`config.mk`:
```
export PLATFORM = sky130hd
export DESIGN_NAME = ctpwm_top
export DESIGN_NICKNAME = d
export VERILOG_FILES = /design/src/verilog/ctpwm_pkg.sv /design/src/verilog/ctpwm_top.sv
export SDC_FILE = /design/constraint.sdc
export NUM_CORES = 1
export LEC_CHECK = 0
export BUFFER_PORTS_ARGS = -buffer_cell sky130_fd_sc_hd__buf_2
export CAP_MARGIN = 15
export CORE_ASPECT_RATIO = 0.7
export CORE_UTILIZATION = 65
export CTS_BUF_LIST = sky130_fd_sc_hd__clkbuf_8
export CTS_CLUSTER_DIAMETER = 30
export DETAILED_ROUTE_END_ITERATION = 8
export GPL_ROUTABILITY_DRIVEN = 0
export PLACE_DENSITY = 0.84
export SLEW_MARGIN = 20
export SYNTH_ARGS = -nofsm -noshare
export SYNTH_HDL_FRONTEND = slang
export SYNTH_SLANG_ARGS = --single-unit
```
`constraint.sdc`:
```
create_clock -name clk -period 6.2 [get_ports clk]
set_input_delay 1.24 -clock clk [delete_from_list [all_inputs] [get_ports clk]]
set_output_delay 1.24 -clock clk [all_outputs]
set_load 0.02 [all_outputs]
```
`src/verilog/ctpwm_pkg.sv`:
```
`default_nettype none
package ctpwm_pkg;
	// ======================================================
	// register map, word index on the plain register port
	localparam logic [3:0] ADDR_LOWER_CTL = 4'h0;
	localparam logic [3:0] ADDR_UPPER_CTL = 4'h1;
	localparam logic [3:0] ADDR_CMP_LO    = 4'h2;
	localparam logic [3:0] ADDR_CMP_HI    = 4'h3;
	localparam logic [3:0] ADDR_DUTY_LO   = 4'h4;
	localparam logic [3:0] ADDR_DUTY_HI   = 4'h5;
	localparam logic [3:0] ADDR_COUNT_LO  = 4'h6;
	localparam logic [3:0] ADDR_COUNT_HI  = 4'h7;

	// ======================================================
	// field positions
	localparam int LCTL_CLK_LSB   = 0; // three-bit clock select
	localparam int LCTL_DIV_STAGE = 4; // divider_stage_select
	localparam int UCTL_MODE_LSB  = 0; // two-bit mode
	localparam int UCTL_RUN       = 3; // run_bit
	localparam int UCTL_FF_INIT   = 7; // flip_flop_initial_bit

	// ======================================================
	// reset values and count top
	localparam logic [7:0]  CTL_RESET   = 8'h00;
	localparam logic [15:0] WORD_RESET  = 16'h0000;
	localparam logic [15:0] COUNT_TOP   = 16'hFFFF;

	// ======================================================
	// clock select codes
	localparam logic [2:0] CLK_SLOW_TAP = 3'h0; // fc/2^11 or fs/2^3
	localparam logic [2:0] CLK_FC_DIV7  = 3'h1;
	localparam logic [2:0] CLK_FC_DIV5  = 3'h2;
	localparam logic [2:0] CLK_FC_DIV3  = 3'h3;
	localparam logic [2:0] CLK_FS       = 3'h4; // wave mode only
	localparam logic [2:0] CLK_FC_DIV1  = 3'h5; // wave mode only
	localparam logic [2:0] CLK_FC       = 3'h6; // wave mode only
	localparam logic [2:0] CLK_EVENT    = 3'h7; // wave mode only

	// ======================================================
	// prescaler widths on the fast and slow clocks
	localparam int PRESC_W   = 11;
	localparam int FS_DIV_W  = 3;
	localparam logic [2:0] FS_DIV_LAST = 3'h7;

	// ======================================================
	// finest wave step and period at a 16 MHz fast clock
	localparam int WAVE_RES_PS    = 62500;
	localparam int WAVE_PERIOD_US = 4100;
	localparam int CLK_PERIOD_PS  = 10000;
	localparam int WAVE_RES_CYC   =
		(WAVE_RES_PS / CLK_PERIOD_PS < 1) ? 1 :
		WAVE_RES_PS / CLK_PERIOD_PS;

	// ======================================================
	// operating modes
	typedef enum logic [1:0] {
		CTPWM_TIMER = 2'h0,
		CTPWM_EVENT = 2'h1,
		CTPWM_WAVE  = 2'h2,
		CTPWM_IDLE  = 2'h3
	} ctpwm_mode_t;
endpackage
`default_nettype wire

```
`src/verilog/ctpwm_top.sv`:
```
// Behaviour
// - two bytes chain into one 16-bit counter
// - run bit starts counting, clearing it stops
// - timer: match raises interrupt, clears, keeps counting
// - compare has no buffer, takes effect immediately
// - timer clock taps fc/2^11 or fs/2^3, 2^7, 2^5, 2^3
// - event mode counts falling edges, match clears
// - wave mode clocked internally or by event
// - wave: duty match toggles, overflow toggles and clears
// - flop loadable by software, reset clears it
// - wave pin is inverse of output flop
// - duty buffered while the wave runs, direct when stopped or in other modes
// - duty reads return active value
// - stopped pin holds, flop loaded on later write
// - wave mode adds fs, fc/2 and fc taps
`timescale 1ns/1ps
`default_nettype none
module ctpwm_top (
	input  wire logic       clk,           // 100 MHz fast clock
	input  wire logic       reset_n,       // synchronous reset
	input  wire logic [3:0] addr,          // register index
	input  wire logic [7:0] wdata,         // write data
	input  wire logic       wr_en,         // write strobe
	input  wire logic       rd_en,         // read strobe
	output logic      [7:0] rdata,         // read data, next cycle
	input  wire logic       event_in,      // event_input_pin
	input  wire logic       low_freq_clock,// slow clock level
	input  wire logic       low_speed_mode,// slow or sleep operation
	output logic            pwm_out,       // pulse_width_output_pin
	output logic            match_irq      // match_interrupt pulse
);
	// ======================================================
	// state
	typedef struct packed {
		logic [7:0]                     lctl_q;
		logic [7:0]                     uctl_q;
		logic [15:0]                    cmp_q;
		logic [15:0]                    dbuf_q;
		logic [15:0]                    dact_q;
		logic [15:0]                    cnt_q;
		logic                           ff_q;
		logic                           pin_q;
		logic                           irq_q;
		logic [7:0]                     rdata_q;
		logic [ctpwm_pkg::PRESC_W-1:0]  presc_q;
		logic [ctpwm_pkg::FS_DIV_W-1:0] fsdiv_q;
		logic                           fs_prev_q;
		logic                           ev_s1_q;
		logic                           ev_s2_q;
		logic                           ev_s3_q;
	} ctpwm_state_t;

	ctpwm_state_t st_q;
	ctpwm_state_t st_d;

	logic                  run;
	ctpwm_pkg::ctpwm_mode_t mode;
	logic [2:0]            clk_sel;
	logic                  fs_rise;
	logic                  ev_fall;
	logic [7:0]            taps;
	logic                  tick;
	logic                  cmp_hit;
	logic                  duty_hit;
	logic                  wrap;
	logic                  wr_upper;

	// decoded control fields and match detectors
	assign run      = st_q.uctl_q[ctpwm_pkg::UCTL_RUN];
	assign mode     = ctpwm_pkg::ctpwm_mode_t'(
		st_q.uctl_q[ctpwm_pkg::UCTL_MODE_LSB +: 2]);
	assign clk_sel  = st_q.lctl_q[ctpwm_pkg::LCTL_CLK_LSB +: 3];
	assign cmp_hit  = (st_q.cnt_q == st_q.cmp_q);
	assign duty_hit = (st_q.cnt_q == st_q.dact_q);
	assign wrap     = (st_q.cnt_q == ctpwm_pkg::COUNT_TOP);
	assign wr_upper = wr_en && (addr == ctpwm_pkg::ADDR_UPPER_CTL);

	// ======================================================
	// clock taps; fast-clock taps vanish in low-speed operation
	always_comb begin
		fs_rise = low_freq_clock && !st_q.fs_prev_q;
		// falling edge seen only on synchronised samples
		ev_fall = st_q.ev_s3_q && !st_q.ev_s2_q;
		taps[0] = (st_q.lctl_q[ctpwm_pkg::LCTL_DIV_STAGE]
			|| low_speed_mode)
			? (fs_rise && st_q.fsdiv_q == ctpwm_pkg::FS_DIV_LAST)
			: (&st_q.presc_q);
		taps[1] = !low_speed_mode && (&st_q.presc_q[6:0]);
		taps[2] = !low_speed_mode && (&st_q.presc_q[4:0]);
		taps[3] = !low_speed_mode && (&st_q.presc_q[2:0]);
		// wave-only taps follow; the plain timer masks them
		taps[4] = fs_rise;
		taps[5] = !low_speed_mode && st_q.presc_q[0];
		taps[6] = !low_speed_mode;
		taps[7] = ev_fall;
		unique case (mode)
			ctpwm_pkg::CTPWM_TIMER: begin
				// the wave-only taps do not drive the plain timer
				tick = !clk_sel[2] && taps[clk_sel];
			end
			ctpwm_pkg::CTPWM_EVENT: begin
				tick = ev_fall;
			end
			ctpwm_pkg::CTPWM_WAVE: begin
				tick = taps[clk_sel];
			end
			ctpwm_pkg::CTPWM_IDLE: begin
				tick = 1'b0;
			end
		endcase
	end

	// ======================================================
	// next state: counting, register writes, reads
	always_comb begin
		st_d           = st_q;
		st_d.irq_q     = 1'b0;
		st_d.presc_q   = st_q.presc_q + 1'b1;
		st_d.fs_prev_q = low_freq_clock;
		st_d.ev_s1_q   = event_in;
		st_d.ev_s2_q   = st_q.ev_s1_q;
		st_d.ev_s3_q   = st_q.ev_s2_q;
		if (fs_rise) begin
			st_d.fsdiv_q = st_q.fsdiv_q + 1'b1;
		end

		// counter: cleared while stopped so each start begins at zero
		if (!run) begin
			st_d.cnt_q = ctpwm_pkg::WORD_RESET;
		end else if (tick) begin
			unique case (mode)
				ctpwm_pkg::CTPWM_TIMER,
				ctpwm_pkg::CTPWM_EVENT: begin
					if (cmp_hit) begin
						st_d.cnt_q = ctpwm_pkg::WORD_RESET;
						st_d.irq_q = 1'b1;
					end else begin
						// low byte carries into high byte
						st_d.cnt_q = st_q.cnt_q + 16'h0001;
					end
				end
				ctpwm_pkg::CTPWM_WAVE: begin
					st_d.cnt_q = st_q.cnt_q + 16'h0001;
					if (duty_hit != wrap) begin
						// both at once cancel: duty of all ones
						st_d.ff_q = !st_q.ff_q;
					end
					if (wrap) begin
						st_d.irq_q  = 1'b1;
						st_d.dact_q = st_q.dbuf_q;
					end
				end
				ctpwm_pkg::CTPWM_IDLE: begin
					st_d.cnt_q = st_q.cnt_q;
				end
			endcase
		end

		// register writes
		// duty bytes land in the buffer; the active copy moves at wrap while the wave runs
		if (wr_en) begin
			unique case (addr)
				ctpwm_pkg::ADDR_LOWER_CTL: st_d.lctl_q = wdata;
				ctpwm_pkg::ADDR_UPPER_CTL: begin
					st_d.uctl_q = wdata;
					// a stopping write leaves the flop alone
					if (!run) begin
						st_d.ff_q = wdata[ctpwm_pkg::UCTL_FF_INIT];
					end
				end
				ctpwm_pkg::ADDR_CMP_LO: st_d.cmp_q[7:0]  = wdata;
				ctpwm_pkg::ADDR_CMP_HI: st_d.cmp_q[15:8] = wdata;
				ctpwm_pkg::ADDR_DUTY_LO: st_d.dbuf_q[7:0]  = wdata;
				ctpwm_pkg::ADDR_DUTY_HI: st_d.dbuf_q[15:8] = wdata;
				default: st_d.lctl_q = st_q.lctl_q;
			endcase
		end

		// stopped: buffer passes straight into the active duty
		if (!run || mode != ctpwm_pkg::CTPWM_WAVE) begin
			st_d.dact_q = st_d.dbuf_q;
		end

		// reads answer one cycle later; unmapped reads as zero
		st_d.rdata_q = 8'h00;
		if (rd_en) begin
			unique case (addr)
				ctpwm_pkg::ADDR_LOWER_CTL: st_d.rdata_q = st_q.lctl_q;
				ctpwm_pkg::ADDR_UPPER_CTL: st_d.rdata_q = st_q.uctl_q;
				ctpwm_pkg::ADDR_CMP_LO:   st_d.rdata_q = st_q.cmp_q[7:0];
				ctpwm_pkg::ADDR_CMP_HI:   st_d.rdata_q = st_q.cmp_q[15:8];
				ctpwm_pkg::ADDR_DUTY_LO:  st_d.rdata_q = st_q.dact_q[7:0];
				ctpwm_pkg::ADDR_DUTY_HI:  st_d.rdata_q = st_q.dact_q[15:8];
				ctpwm_pkg::ADDR_COUNT_LO: st_d.rdata_q = st_q.cnt_q[7:0];
				ctpwm_pkg::ADDR_COUNT_HI: st_d.rdata_q = st_q.cnt_q[15:8];
				default: st_d.rdata_q = 8'h00;
			endcase
		end

		// pin registered from the next flop value
		// pin and flop share one edge, so they never skew
		st_d.pin_q = !st_d.ff_q;
	end

	// ======================================================
	// state register
	always_ff @(posedge clk) begin
		// mode, run and flop all come up cleared
		if (!reset_n) begin
			st_q         <= '0;
			st_q.pin_q   <= 1'b1; // flop cleared, pin high
			st_q.lctl_q  <= ctpwm_pkg::CTL_RESET;
			st_q.uctl_q  <= ctpwm_pkg::CTL_RESET;
			st_q.ff_q    <= 1'b0;
		end else begin
			st_q <= st_d;
		end
	end

	assign rdata     = st_q.rdata_q;
	assign pwm_out   = st_q.pin_q;
	assign match_irq = st_q.irq_q;
endmodule
`default_nettype wire
```
### Yosys cells after proc, flatten, opt, wreduce, memory -nomap -nowiden

Cells that the tools add are included.

| cells by class | value |
|---|---|
| bitwise gates (word level) | 1 |
| reduce and logical (&&, ||, !) cells | 37 |
| mux-type cells | 24 |
| add/sub/neg operators | 3 |
| equality and inequality tests | 16 |
| $lt $le $gt $ge | 1 |

Operators with widths:

| cell | number |
|---|---|
| $mux 16 | 6 |
| $pmux 8 s8 | 1 |
| $mux 33 | 1 |
| $eq 16x16->1 | 2 |
| $pmux 16 s2 | 1 |
| $add 16x1->16 const B | 1 |
| $eq 16x16->1 const B | 1 |
| $eq 4x3->1 const B | 4 |
| $mux 8 | 2 |
| $reduce_and 2->1 | 7 |
| $add 11x1->11 const B | 1 |
| $reduce_and 11->1 | 1 |
| $mux 1 | 10 |
| $eq 4x2->1 const B | 2 |
| $logic_and 1x1->1 | 8 |
| $reduce_bool 2->1 | 4 |
| $logic_not 1->1 | 7 |
| $reduce_and 7->1 | 1 |
| $reduce_and 3->1 | 2 |
| $reduce_and 5->1 | 1 |
| $eq 2x2->1 const B | 2 |
| $eq 4x1->1 const B | 1 |
| $logic_not 4->1 | 1 |
| $lt 3x4->1 const B | 1 |
| 13 further kinds | 14 |

| word-level totals | value |
|---|---|
| logic and storage cells | 99 |
| bits in registers | 109 |
| input port bits | 19 |

### Longest topological paths before layout

| depth | value |
|---|---|
| depth in word-level cells | 14 |
| mapped depth | 11 |

### Worst setup path before layout

Ideal clock, no wire load.

| timing path | value |
|---|---|
| path type | input -> register |
| start point | input addr[0] |
| end point | register st_q[28] (netlist bit) |
| cell stages on the path | 6 |
| path slack | 3.435 ns |
| library setup time | 0.120 ns |
| data arrival time | 2.645 ns |
| cells stage by stage | buf_2 buf_1 nand3b_1 clkbuf_1 o31a_1 o31a_1 |

| between the ends | value |
|---|---|
| word-level cells in the longest chain between the ends | 3 |

RTL lines:

| what | line | source |
|---|---|---|
| start: declaration | ctpwm_top.sv:21 | `input wire logic [3:0] addr,` |
| $eq 4x1->1 | ctpwm_top.sv:162 | `unique case (addr)` |
| $mux 1 | ctpwm_top.sv:162 |  |
| $mux 1 | ctpwm_top.sv:161 | `if (wr_en) begin` |
| end signal: assignment | ctpwm_top.sv:216 | `st_q <= st_d;` |
| end: declaration | ctpwm_top.sv:53 | `ctpwm_state_t st_q;` |

Every way passes these cells.
A chain may end at the register's enable or synchronous reset.

### Worst setup path in the final report

| timing path | value |
|---|---|
| start point | input addr[2] |
| end point | register st_q[83] (netlist bit) |

| between the ends | value |
|---|---|
| word-level cells in the longest chain between the ends | 2 |

RTL lines:

| what | line |
|---|---|
| $eq 4x2->1 | ctpwm_top.sv:162 |
| $reduce_and 2->1 (no source line) | -- |

Every way passes these cells.

==> results.json <==
{
  "vias_per_cell": 6.333,
  "cts_tree": "done",
  "drive_gt1_frac": 0.1642,
  "critPathRequiredTime_ps": 6480,
  "worstPathCellList": "buf_2 -> nor3b_1 -> nand2_1 -> nor2_1 -> mux2i_1 -> nor2b_1",
  "timing.rr.start": "st_q[30]",
  "rows": 28,
  "grt_pass1_vias": 4097,
  "antenna_found_initial": 0,
  "maxCapViolations": 0,
  "final_core_util": 0.7118,
  "cp_slowest_cell": "nor2_1",
  "nets": 618,
  "drt_first_iter_violations": 462,
  "syn_area_mm2": 0.005794,
  "final_area_mm2": 0.006085,
  "whs_ps": 461.8,
  "cts_buffers": 9,
  "min_period_ps": 3057,
  "ys_seq_elements": 109,
  "ctsHoldBuffers": 0,
  "grt_max_degree": 87,
  "antenna_cells": 0,
  "hpwlAfterDp_um": 9900,
  "clock_latency_ps": 390,
  "drt-met1-wl_um": 6393,
  "routed.top_layer": "met4",
  "slew_headroom": 0.2733,
  "fmax_mhz": 327.2,
  "post_cts_buffers": 0,
  "ys_seq_area_frac": 0.3766,
  "cp_max_fo": 22,
  "crit_type": "in2reg",
  "drt_pass1_iterations": 5,
  "die_x_um": 114.9,
  "startpoint": "addr[2]",
  "arrival_ps": 3330,
  "synth.most_common_cell": "dfxtp_1",
  "ctsResizeCount": 0,
  "initial_core_util": 0.6778,
  "boundaryPins": 29,
  "ys.flop_type": "dfxtp_1",
  "vias": 4541,
  "clock_skew_ps": 16.60,
  "grt_pass1_wl_um": 21890,
  "wl_met3_um": 1367,
  "fp.dieH_um": 81.00,
  "clk_pin_slew_ps": 100,
  "multi_input_area_mm2": 0.003354,
  "nFillCells": 684,
  "wl_met2_um": 5970,
  "synth_top_area_share": 0.3766,
  "synth_area_leaders": "dfxtp_1 38%, mux2i_1 10%, nor2b_1 5.7%, mux4_2 4.7%, xnor2_1 3.5%",
  "drc": 0,
  "synth_nets": 625,
  "ant_nets": 0,
  "fin_setup_tns_ps": 0,
  "startpoint_type": "input pin",
  "synthCells": 600,
  "synth-async-reset-ratio": 0,
  "final_cells": 717,
  "overflow": 0,
  "rsz0062_at_grt": "false",
  "post-route-period-util": 0.4930,
  "final_max_slew_viol_count": 0,
  "avgSynthCellArea_um2": 9.657,
  "yosysWarningCount": 0,
  "status": "complete, no violations",
  "ys_types": 54,
  "core_mm2": 0.008548,
  "die_area_mm2": 0.009302,
  "max_stage_delay_ps": 830,
  "placed_area_mm2": 0.005853,
  "power.density_mw_per_mm2": 210.1,
  "area_delta_synth_final_pct": 5.010,
  "track_usage": 0.3167,
  "cts-root-buf": "clkbuf_8",
  "cts_sinks": 109,
  "end_kind": "register",
  "hold_viol": 0,
  "hold_start": "st_d[1]",
  "htree_levels": 3,
  "cts_buffer_depth": 2,
  "routedWlPerCell_um": 19.51,
  "wl_um": 13990,
  "finalSetupViolCount": 0,
  "synth_common_cells": "109 x dfxtp_1, 60 x mux2i_1, 53 x nand2_1, 53 x nor2b_1, 26 x nor3_1",
  "tightest_slew_ps": 1086,
  "seq_area_mm2": 0.002182,
  "post-synth-top-area-cell": "dfxtp_1",
  "peakVddDrop_v": 0.0001792,
  "hp-class": "reg2reg",
  "p_leak_nw": 2.495,
  "numPortBuffers": 28,
  "dp.cells": 701,
  "synth-edff-count": 0
}
## worst max-delay path: cells and delay by family
kind / cells / cell delay, ps
AND/OR/NAND/NOR: 4 / 1520
buffers and inverters: 1 / 290
multiplexers: 1 / 280
## report_power, final
group          leakage, nW  total [mW]  switching [mW]  internal, mW
sequential           0.881       0.718         0.00911         0.709
clock                0.101       0.471           0.246         0.225
combinational         1.51      0.0886          0.0533        0.0353
## worst paths after layout
path         depth (start not counted)  slack (ps)       end
max                                  6        3140  st_q[83]
min                                  1         460   st_d[0]
max reg2reg                          8        3320  st_q[45]
min reg2reg                          1         460   st_d[0]
## metal layers
metal	global-route usage	vias to the layer above
met5	0	-
met4	0.09091	0
met3	0.08582	29
met2	0.4669	255
met1	0.4538	2163
li1	-	2094
## area by class of cell
type / instances / area share
multi-input combinational: 437 / 0.5513
sequential: 109 / 0.3586
timing repair buffer: 31 / 0.02735
tap: 120 / 0.02468
clock buffer: 9 / 0.02036
clock inverter: 6 / 0.01460
inverter: 5 / 0.003085
## sequential cells by signal, indices dropped and copies added (netlist names)
name / cells
st_q: 91
rdata: 8
clk_sel: 3
mode: 2
st_d: 2
match_irq: 1
pwm_out: 1
run: 1
## per-stage QoR
stage / setup WS, ps / power (mW)
after global placement: 2760 / 0.8160
after detailed placement: 2627 / 0.8203
final: 3143 / 1.278
after floorplan: 3435 / 0.7917
after CTS: 3035 / 1.279
after global routing: 3069 / 1.317
## cells by family (layout without fill, tap and decap cells)
group                    after synthesis  count (layout)  synth area share
buffers and inverters                 54              51           0.04664
AND/OR/NAND/NOR                      260             260            0.2751
XOR/XNOR                              41              41           0.06197
flip-flops                           109             109            0.3766
adder cells (fa/ha/maj)                6               6           0.01296
multiplexers                          73              73            0.1522
AO/OA/AOI/OAI                         57              57           0.07450
## cell usage in the layout, fill, tap and decap left out, types with 11 or more instances in the layout
master,netlist,final
o21ai_1,12,12
nand2_1,53,53
dfxtp_1,109,109
and2_1,16,16
nor2b_1,53,53
xor2_1,18,18
buf_2,12,28
nor2_1,20,20
nor3_2,16,16
nor3_1,26,26
xnor2_1,23,23
nor3b_2,14,14
nor3b_1,11,11
mux2i_1,60,60
mux4_2,12,12
a21oi_1,14,14
Note: power is estimated with default switching activity, not from simulation.
